[config.mk]
export PLATFORM = sky130hd
export DESIGN_NAME = dce_chan_ctrl
export DESIGN_NICKNAME = d
export VERILOG_FILES = /design/src/rtl/dce_pkg.sv /design/src/rtl/dce_chan_ctrl.sv
export SDC_FILE = /design/constraint.sdc
export NUM_CORES = 1
export LEC_CHECK = 0
export BUFFER_PORTS_ARGS = -buffer_cell sky130_fd_sc_hd__buf_2
export CAP_MARGIN = 0
export CORE_ASPECT_RATIO = 0.75
export CORE_MARGIN = 2
export CORE_UTILIZATION = 55
export CTS_CLUSTER_SIZE = 40
export DETAILED_ROUTE_END_ITERATION = 8
export PLACE_DENSITY = 0.89
export SKIP_CTS_REPAIR_TIMING = 1
export SYNTH_ARGS = -nofsm -noshare
export SYNTH_HDL_FRONTEND = slang
export SYNTH_SLANG_ARGS = --single-unit
[constraint.sdc]
create_clock -name clk_sys_i -period 6.9 [get_ports clk_sys_i]
set_input_delay 1.035 -clock clk_sys_i [delete_from_list [all_inputs] [get_ports clk_sys_i]]
set_output_delay 1.035 -clock clk_sys_i [all_outputs]
set_load 0.005 [all_outputs]
[src/rtl/dce_pkg.sv]
package dce_pkg;
  // ==========================================================
  // register map (byte addresses)
  localparam int                   ADDR_W          = 4;
  localparam logic [ADDR_W-1:0]    OFF_EVENT_CTRL  = 4'h0;
  localparam logic [ADDR_W-1:0]    OFF_INT_CTRL    = 4'h4;
  localparam logic [ADDR_W-1:0]    OFF_CHAN_CTRL   = 4'h8;

  // ==========================================================
  // channel_event_control fields
  localparam int                   EV_ABORT_SEL_LSB = 16;
  localparam int                   EV_START_SEL_LSB = 8;
  localparam int                   EV_FORCE_BIT     = 7;
  localparam int                   EV_SWABORT_BIT   = 6;
  localparam int                   EV_PATTERN_ABORT_ENABLE_BIT     = 5;
  localparam int                   EV_START_REQUEST_ENABLE_BIT    = 4;
  localparam int                   EV_ABORT_REQUEST_ENABLE_BIT    = 3;
  localparam logic [7:0]           ABORT_SEL_RST    = 8'hFF;
  localparam logic [7:0]           START_SEL_RST    = 8'hFF;

  // ==========================================================
  // channel_interrupt_control fields
  localparam int                   INT_IE_LSB       = 16;
  localparam int                   INT_FLAG_LSB     = 0;
  localparam int                   FL_SRC_DONE      = 7;
  localparam int                   FL_SRC_HALF      = 6;
  localparam int                   FL_DST_DONE      = 5;
  localparam int                   FL_DST_HALF      = 4;
  localparam int                   FL_BLOCK         = 3;
  localparam int                   FL_CELL          = 2;
  localparam int                   FL_ABORT         = 1;
  localparam int                   FL_ADDR_ERR      = 0;

  // ==========================================================
  // channel control fields
  localparam int                   CC_BUSY_BIT      = 15;
  localparam int                   CC_ON_BIT        = 7;
  localparam int                   CC_ALLOW_BIT     = 6;
  localparam int                   CC_AUTO_BIT      = 4;

  // ==========================================================
  // pointer compare slots
  localparam int                   EQ_SRC_DONE      = 4;
  localparam int                   EQ_SRC_HALF      = 3;
  localparam int                   EQ_DST_DONE      = 2;
  localparam int                   EQ_DST_HALF      = 1;
  localparam int                   EQ_BLOCK         = 0;

  typedef enum logic {DCE_IDLE, DCE_RUN} dce_state_t;
endpackage

[src/rtl/dce_chan_ctrl.sv]
// Decided for this implementation: strobed register access and the address map.
`timescale 1ns/10ps
// Function
// RL1: abort selector picks irq 0..255; its event aborts transfer and sets abort flag
// RL2: start selector picks irq 0..255; its event starts a transfer when enabled
// RL3: writing one to force_transfer starts a transfer; bit reads zero
// RL4: writing one to software_abort aborts the transfer; bit reads zero
// RL5: pattern_abort_enable set: pattern match aborts and clears channel_on
// RL6: start_request_enable gates start selector events; clear means ignored
// RL7: abort_request_enable gates abort selector events; clear means ignored
// RL8: eight enable bits in upper byte gate the eight status flags; here the enables sit in bits 23:16, not 31:24
// RL9: source done flag when source pointer equals source size
// RL10: source half flag when source pointer equals half source size
// RL11: destination done flag when destination pointer equals destination size
// RL12: destination half flag when destination pointer equals half destination size
// RL13: block flag when larger size moved, or on pattern match; here a pattern match sets it only while pattern_abort_enable is set
// RL14: cell flag each time a cell has been transferred
// RL15: abort flag when matching abort irq detected and transfer aborted
// RL16: address error flag when source or destination address invalid
// RL17: events while channel off only registered if allow_events_while_off set
// RL18: block completion clears channel_on unless auto_reenable set
// RL19: interrupt output high while any flag and its enable are both set
module dce_chan_ctrl (
  input  wire logic                        clk_sys_i,
  input  wire logic                        rst_n_i,
  input  wire logic [dce_pkg::ADDR_W-1:0]  addr_i,
  input  wire logic [31:0]                 wdata_i,
  input  wire logic                        wr_i,
  input  wire logic                        rd_i,
  output logic      [31:0]                 rdata_o,
  input  wire logic                        irq_valid_i,
  input  wire logic [7:0]                  irq_num_i,
  input  wire logic [16:0]                 source_pointer_i,
  input  wire logic [16:0]                 destination_pointer_i,
  input  wire logic [15:0]                 source_size_i,
  input  wire logic [15:0]                 destination_size_i,
  input  wire logic [16:0]                 bytes_moved_i,
  input  wire logic                        cell_done_i,
  input  wire logic                        pattern_match_i,
  input  wire logic                        addr_error_i,
  output logic                             start_o,
  output logic                             abort_o,
  output logic                             busy_o,
  output logic                             channel_on_o,
  output logic                             irq_o
);
  import dce_pkg::*;

  // ==========================================================
  // state
  typedef struct packed {
    logic [7:0]  abort_irq_select;
    logic [7:0]  start_irq_select;
    logic        pattern_abort_enable;
    logic        start_request_enable;
    logic        abort_request_enable;
    logic        channel_on;
    logic        allow_events_while_off;
    logic        auto_reenable;
    logic [7:0]  flags;
    logic [7:0]  ie;
    logic        pend_start;
    dce_state_t  state;
    logic [4:0]  eq_q;
    logic        start_p;
    logic        abort_p;
    logic        irq;
    logic [31:0] rdata;
  } dce_regs_t;

  dce_regs_t q;
  dce_regs_t next_q;

  // size code 0 means 65536 bytes
  function automatic logic [16:0] eff_size(input logic [15:0] s);
    eff_size = (s == 16'h0000) ? 17'h1_0000 : {1'b0, s};
  endfunction

  // ==========================================================
  // combinational
  logic        wr_ev;
  logic        wr_int;
  logic        wr_cc;
  logic        ev_ok;
  logic        irq_start;
  logic        irq_abort;
  logic        sw_force;
  logic        sw_abort;
  logic        pat_abort;
  logic        abort_now;
  logic        running;
  logic        blk_done;
  logic [16:0] src_sz;
  logic [16:0] dst_sz;
  logic [16:0] max_sz;
  logic [4:0]  eq_now;
  logic [4:0]  eq_rise;
  logic [7:0]  fl_set;
  logic [7:0]  fl_clr;

  always_comb begin
    next_q   = q;
    wr_ev    = wr_i && (addr_i == OFF_EVENT_CTRL);
    wr_int   = wr_i && (addr_i == OFF_INT_CTRL);
    wr_cc    = wr_i && (addr_i == OFF_CHAN_CTRL);
    running  = (q.state == DCE_RUN);
    ev_ok    = q.channel_on || q.allow_events_while_off;                 // [RL17]
    irq_start = irq_valid_i && (irq_num_i == q.start_irq_select)
                && q.start_request_enable && ev_ok;                      // [RL2] [RL6]
    irq_abort = irq_valid_i && (irq_num_i == q.abort_irq_select)
                && q.abort_request_enable && ev_ok;                      // [RL1] [RL7]
    sw_force  = wr_ev && wdata_i[EV_FORCE_BIT];                          // [RL3]
    sw_abort  = wr_ev && wdata_i[EV_SWABORT_BIT];                        // [RL4]
    pat_abort = pattern_match_i && q.pattern_abort_enable;               // [RL5]
    abort_now = irq_abort || sw_abort || pat_abort;

    // pointer compares only count while a transfer runs
    src_sz = eff_size(source_size_i);
    dst_sz = eff_size(destination_size_i);
    max_sz = (src_sz > dst_sz) ? src_sz : dst_sz;
    eq_now[EQ_SRC_DONE] = running && (source_pointer_i == src_sz);       // [RL9]
    eq_now[EQ_SRC_HALF] = running && (source_pointer_i == (src_sz >> 1)); // [RL10]
    eq_now[EQ_DST_DONE] = running && (destination_pointer_i == dst_sz);  // [RL11]
    eq_now[EQ_DST_HALF] = running && (destination_pointer_i == (dst_sz >> 1)); // [RL12]
    eq_now[EQ_BLOCK]    = running && (bytes_moved_i == max_sz);          // [RL13]
    // edge detect so a pointer parked on a mark sets its flag once
    eq_rise     = eq_now & ~q.eq_q;
    next_q.eq_q = eq_now;
    blk_done    = eq_rise[EQ_BLOCK];

    fl_set              = 8'h00;
    fl_set[FL_SRC_DONE] = eq_rise[EQ_SRC_DONE];                          // [RL9]
    fl_set[FL_SRC_HALF] = eq_rise[EQ_SRC_HALF];                          // [RL10]
    fl_set[FL_DST_DONE] = eq_rise[EQ_DST_DONE];                          // [RL11]
    fl_set[FL_DST_HALF] = eq_rise[EQ_DST_HALF];                          // [RL12]
    fl_set[FL_BLOCK]    = blk_done || pat_abort;                         // [RL13]
    fl_set[FL_CELL]     = running && cell_done_i;                        // [RL14]
    fl_set[FL_ABORT]    = irq_abort;                                     // [RL15]
    fl_set[FL_ADDR_ERR] = addr_error_i;                                  // [RL16]
    fl_clr = wr_int ? wdata_i[INT_FLAG_LSB +: 8] : 8'h00;
    // a hardware set in the same cycle as a clear wins
    next_q.flags = (q.flags & ~fl_clr) | fl_set;

    // ==========================================================
    // register writes
    if (wr_ev) begin
      next_q.abort_irq_select     = wdata_i[EV_ABORT_SEL_LSB +: 8];       // [RL1]
      next_q.start_irq_select     = wdata_i[EV_START_SEL_LSB +: 8];       // [RL2]
      next_q.pattern_abort_enable = wdata_i[EV_PATTERN_ABORT_ENABLE_BIT];
      next_q.start_request_enable = wdata_i[EV_START_REQUEST_ENABLE_BIT];
      next_q.abort_request_enable = wdata_i[EV_ABORT_REQUEST_ENABLE_BIT];
    end
    if (wr_int) begin
      next_q.ie = wdata_i[INT_IE_LSB +: 8];                              // [RL8]
    end
    if (wr_cc) begin
      next_q.channel_on             = wdata_i[CC_ON_BIT];
      next_q.allow_events_while_off = wdata_i[CC_ALLOW_BIT];
      next_q.auto_reenable          = wdata_i[CC_AUTO_BIT];
    end
    // hardware disables take priority over a software write
    if (pat_abort) begin
      next_q.channel_on = 1'b0;                                          // [RL5]
    end
    if (blk_done && !q.auto_reenable) begin
      next_q.channel_on = 1'b0;                                          // [RL18]
    end

    // ==========================================================
    // transfer sequencing
    next_q.start_p = 1'b0;
    next_q.abort_p = 1'b0;
    if (irq_start || sw_force) begin
      next_q.pend_start = 1'b1;                                          // [RL3] [RL6]
    end
    case (q.state)
      DCE_IDLE: begin
        if (abort_now) begin
          next_q.pend_start = 1'b0;
        end else if (q.pend_start && q.channel_on) begin
          next_q.pend_start = 1'b0;
          next_q.start_p    = 1'b1;
          next_q.state      = DCE_RUN;
        end
      end
      DCE_RUN: begin
        if (abort_now) begin
          next_q.abort_p    = 1'b1;                                      // [RL1] [RL4] [RL5]
          next_q.pend_start = 1'b0;
          next_q.state      = DCE_IDLE;
        end else if (blk_done) begin
          next_q.state = DCE_IDLE;
        end
      end
      default: begin
        next_q.state = DCE_IDLE;
      end
    endcase

    // ==========================================================
    // read data, valid the cycle after the strobe only
    next_q.rdata = 32'h0000_0000;
    if (rd_i) begin
      case (addr_i)
        OFF_EVENT_CTRL: begin
          next_q.rdata[EV_ABORT_SEL_LSB +: 8] = q.abort_irq_select;
          next_q.rdata[EV_START_SEL_LSB +: 8] = q.start_irq_select;
          next_q.rdata[EV_PATTERN_ABORT_ENABLE_BIT]          = q.pattern_abort_enable;
          next_q.rdata[EV_START_REQUEST_ENABLE_BIT]         = q.start_request_enable;
          next_q.rdata[EV_ABORT_REQUEST_ENABLE_BIT]         = q.abort_request_enable;
        end
        OFF_INT_CTRL: begin
          next_q.rdata[INT_IE_LSB +: 8]   = q.ie;
          next_q.rdata[INT_FLAG_LSB +: 8] = q.flags;
        end
        OFF_CHAN_CTRL: begin
          next_q.rdata[CC_BUSY_BIT]  = running;
          next_q.rdata[CC_ON_BIT]    = q.channel_on;
          next_q.rdata[CC_ALLOW_BIT] = q.allow_events_while_off;
          next_q.rdata[CC_AUTO_BIT]  = q.auto_reenable;
        end
        default: begin
          next_q.rdata = 32'h0000_0000;
        end
      endcase
    end

    next_q.irq = |(next_q.flags & next_q.ie);                            // [RL8] [RL19]
  end

  // ==========================================================
  // registers
  always_ff @(posedge clk_sys_i) begin
    if (!rst_n_i) begin
      q                        <= '0;
      q.abort_irq_select       <= ABORT_SEL_RST;
      q.start_irq_select       <= START_SEL_RST;
      q.state                  <= DCE_IDLE;
    end else begin
      q <= next_q;
    end
  end

  assign rdata_o      = q.rdata;
  assign start_o      = q.start_p;
  assign abort_o      = q.abort_p;
  assign busy_o       = (q.state == DCE_RUN);
  assign channel_on_o = q.channel_on;
  assign irq_o        = q.irq;

  // pattern abort is folded in so this check only sees a genuinely quiet channel
  logic abort_request_enable_chk;
  assign abort_request_enable_chk = q.abort_request_enable || q.pattern_abort_enable;
endmodule

### After elaboration in Yosys (flattened, before gate mapping)

Cells that the tools add are included.

| storage, ports and cells | value |
|---|---|
| output and inout bits | 37 |
| register bits | 80 |
| logic and storage cells | 95 |
| bits of input ports | 135 |

| operators by class | value |
|---|---|
| bitwise operators | 8 |
| muxes and demuxes | 21 |
| order comparisons | 1 |
| reductions and logical operators | 36 |
| equality and inequality tests | 9 |

Operator list:

| cell | number |
|---|---|
| == test 17 bit | 3 |
| 2-to-1 mux 17 bit | 3 |
| == test 17 x 16 -> 1 bit | 2 |
| zero test 16 bit | 2 |
| logical AND 1 bit | 20 |
| greater-than comparator 17 bit | 1 |
| bitwise AND 8 bit | 2 |
| == test 8 bit | 2 |
| 2-to-1 mux 8 bit | 2 |
| one-hot mux 8 bit (2 select lines) | 1 |
| 2-to-1 mux 1 bit | 8 |
| NOT 8 bit | 1 |
| bitwise OR 8 bit | 1 |
| one-hot mux 2 bit (2 select lines) | 2 |
| OR reduction 8 bit | 1 |
| one-hot mux 1 bit (2 select lines) | 3 |
| AND reduction 3 bit | 2 |
| OR reduction 3 bit | 2 |
| bitwise AND 5 bit | 1 |
| logical OR 1 bit | 5 |
| NOT 5 bit | 1 |
| == test 4 x 3 -> 1 bit, second input constant | 1 |
| == test 4 bit, second input constant | 1 |
| zero test 4 bit | 1 |
| other kinds (5) | 7 |

### Depth between registers and ports, before layout

| depth | value |
|---|---|
| word-level depth | 11 |
| mapped depth | 12 |
| gate-level depth less buffers | 12 |

### Worst setup path before layout

No wires, ideal clock.

| path | value |
|---|---|
| path type | input to register |
| from | input destination_size_i[8] |
| to | register q, in the netlist channel_on_o |
| slack | 3.290 ns |
| path buffers | 1 |
| stages | 12 |
| required time | 6.783 ns |
| arrival time | 3.493 ns |
| setup time | 0.117 ns |
| path through | clkbuf_1 -> nor4_1 -> nand4_1 -> ha_1 -> nand4_1 -> and4bb_4 -> a221o_2 -> o311ai_1 -> a21oi_1 -> nor3_2 -> and3_1 -> a21oi_1 |

| between the ends | value |
|---|---|
| longest elaborated chain between the ends | 9 |

RTL lines:

| what | RTL line | RTL |
|---|---|---|
| start, declared | dce_chan_ctrl.sv:36 | `input wire logic [15:0] destination_size_i,` |
| zero test 16 bit | dce_chan_ctrl.sv:76 | `eff_size = (s == 16'h0000) ? 17'h1_0000 : {1'b0, s};` |
| 2-to-1 mux 17 bit * | dce_chan_ctrl.sv:76 |  |
| greater-than comparator 17 bit | dce_chan_ctrl.sv:120 | `max_sz = (src_sz > dst_sz) ? src_sz : dst_sz;` |
| 2-to-1 mux 17 bit * | dce_chan_ctrl.sv:120 |  |
| == test 17 bit * | dce_chan_ctrl.sv:125 | `eq_now[EQ_BLOCK] = running && (bytes_moved_i == max_sz);` |
| logical AND 1 bit * | dce_chan_ctrl.sv:125 |  |
| bitwise AND 5 bit * | dce_chan_ctrl.sv:127 | `eq_rise = eq_now & ~q.eq_q;` |
| logical AND 1 bit * | dce_chan_ctrl.sv:165 | `if (blk_done && !q.auto_reenable) begin` |
| OR reduction 3 bit (no source line) * | - |  |
| end signal, assigned | dce_chan_ctrl.sv:240 | `q <= next_q;` |
| end, declared | dce_chan_ctrl.sv:71 | `dce_regs_t q;` |

Mark *: on every way between the ends. The rest lies on a longest branch, timed or not.
A chain may end at the register's enable or synchronous reset.

### Worst setup path after layout

| path | value |
|---|---|
| from | input destination_size_i[11] |
| to | register q, in the netlist channel_on_o |

Same word-level chain as after synthesis.

==> metrics.txt <==
Final Skew=5.640 ps; FILL cells=678; Routed WL=14330 um; vias per cell=5.821; row count=29; worst-skew pair later-pin latency=330 ps; RSZ-0062 raised after global routing=no; TritonCTS clock tree=built; min Tclk post-route=3784 ps; register clock-pin slew on the reported worst setup and hold paths=~60 ps; CP max FO=5; share of cells above drive strength 1=about a quarter; CP cell instances=buf_2 > nor4_1 > nand4_1 > ha_1 > nand4_1 > and4bb_4 > a221o_2 > a21oi_2 > nand4_1 > a21oi_1 > and3_1 > a21oi_1; post-route ant nets=0; pin count of the biggest net entering global routing=47; Die Width=112.8 um; # diodes=0; GP Congestion=0.9933; Cell Pwr Density=186.2 nW/um^2; Avg Cell Area, Syn=8.079 sq um; Num CTS Buffers=9; DP Area=around 5400 sq um; CP endpoint kind=flop; Yosys cell types=between 60 and 70; drt first-iter violations=between 400 and 500; Final Hold Viols=0; Core Region=8527 sq um; Sink Count=72; Post-synth EDFFs=0; Yosys warning total=0; asr flop ratio synth=0%; Die Span Y=85.57 um; most frequent cells in the layout=buf_2 (155), xor2_1 (87), nand2_1 (76), dfxtp_1 (72), inv_1 (31); via count=4773; CTS Buffer Depth=2; Worst Tran Pin Value=1010 ps; gr usage total=between 20% and 30%; Req. time, crit path=7120 ps; Congestion Overflow GR=0; Worst Path Buf+Inv=1; number of max-cap violations=0; Mapped Cells=604; drt pass-1 iters=5; CP arrival=between 4000 and 5000 ps; Starting Density=57.23%; Yosys reg bits=72; CTS root buffer=clkbuf_16; Post-Syn Area=slightly below 5000 sq um; routed length per instance=approximately 17 um; vias in the first global route=4473; Overall Power=1.068 mW; CP peak stage delay=420 ps; leading cell type in the layout, fill and taps excluded=buf_2; I/O Pins=172; area delta synth->final=17.59%; register area=1441 sq um; slowest CP cell=ha_1; H-tree level count=3; Max Freq=264.2 MHz; worst hold path type=reg2reg; Crit path max-delay family=simple AND/OR/NAND/NOR gates; Leakage Power=2.683 nW; initial antenna violation count=0; drc violations=0; Post-Layout Cell Count=just over 800; Post-synth top flop=dfxtp_1; area occupied by multi-input gates=2955 sq um; Rel. slew slack=between 30% and 40%; buffers added on ports=155; crit path launch type=input port; cell mode on critical path=nand4_1; final setup fails=0; final instance area=5738 sq um; Final #Nets=859; sequential cell area fraction in the yosys report=29.54%; dpl hpwl=11120 um; Slew Limit Fails=0; Post-Route Setup TNS=0 ps; die area=between 9000 and 10000 sq um; Tcrit/Tclk final=a little over half; WS Path Type=in2reg; first-pass GRT wire length=around 22000 um; Placed Cells=roughly 800; status=finished, final reports clean; worst IR drop on VDD=0.1797 mV
-- metal layers --
layer / routed length, um / vias up / GRT usage [%]
li1: - / 2219 / -
met1: 5881 / 2228 / 38.81
met2: 6624 / 308 / 47.74
met3: 1660 / 18 / 6.996
met4: 167 / 0 / 8.204
met5: 0 / - / 0
-- final timing paths --
path,cells past startpoint,from,endpoint,slack (ps)
min reg2reg,2,q[51]$_SDFF_PN0_,rdata_o[1]$_SDFF_PN0_,450
max,12,destination_size_i[11],channel_on_o$_SDFFE_PP0P_,3120
min,2,q[51]$_SDFF_PN0_,rdata_o[1]$_SDFF_PN0_,450
max reg2reg,8,busy_o$_SDFF_PN0_,irq_o$_SDFF_PN0_,4770
-- worst min-delay path, cell delays in order (launching register included) --
cell and delay, ps:
dfxtp_1 290, inv_1 60, nor3_1 50
-- cells by family (layout without fill, tap and decap cells) --
kind of cell / count (synthesis) / count (layout) / share of synthesized area (%)
adders and majority gates: 17 / 17 / 4.359
AOI/OAI and AO/OA: 82 / 82 / 11.97
muxes: 7 / 7 / 1.564
and+or+nand+nor: 220 / 220 / 23.64
buffers and inverters: 103 / 204 / 10.54
xor gates and xnor gates: 102 / 102 / 18.31
other: 1 / 8 / 0.07685
DFF: 72 / 72 / 29.54
-- where the power goes --
part | switching (mW) | leakage (nW) | total (mW) | internal [mW]
sequential | 0.00366 | 0.582 | 0.424 | 0.421
combinational | 0.105 | 1.96 | 0.183 | 0.0780
clock | 0.172 | 0.145 | 0.461 | 0.289
-- registers in the layout, indices dropped and copies added (netlist names) --
register	flops
q	43
rdata_o	24
abort_o	1
busy_o	1
channel_on_o	1
irq_o	1
start_o	1
-- cells in the mapped netlist (all sizes together), types with 2 or more instances --
master	instances	area, sq um
a2111oi	2	17.52
a21boi	8	60.06
a21oi	22	113.9
a221oi	3	26.28
a22o	10	87.58
a22oi	4	30.03
a31oi	2	12.51
a41oi	2	17.52
and2	17	107.6
and3	4	27.52
and4	2	20.02
buf	36	262.8
clkbuf	36	135.1
dfxtp	72	1441
ha	17	212.7
inv	31	116.4
mux2	2	26.27
mux2i	5	50.05
nand2	77	296.5
nand2b	3	18.77
nand3	27	135.1
nand4	14	87.58
nor2	16	60.06
nor2b	14	87.58
nor3	10	55.05
nor3b	3	33.78
nor4	28	175.2
nor4b	3	26.28
o211ai	2	15.01
o21a	3	22.52
o21ai	8	40.03
o22ai	3	18.77
o31ai	2	20.02
xnor2	15	131.4
xor2	87	762.0
-- cell type report --
cell class | count | share of cell area [%]
clock buffer | 11 | 4.230
clock inverter | 5 | 0.9812
inverter | 31 | 2.028
multi-input combinational | 436 | 51.50
sequential | 72 | 25.12
tap | 108 | 2.355
timing repair buffer | 157 | 13.78
-- per-stage QoR --
step / setup WS [ps] / utilization (%) / hold slack (ps)
2_1_floorplan: 3290 / - / 423.4
3_3_place_gp: 2937 / 63.79 / 440.2
3_5_place_dp: 2811 / 63.79 / 437.1
4_1_cts: 3155 / 67.29 / 448.0
5_1_grt: 2941 / 67.29 / 483.5
6_report: 3116 / 67.29 / 451.0
(Power assumes the default switching activity.)
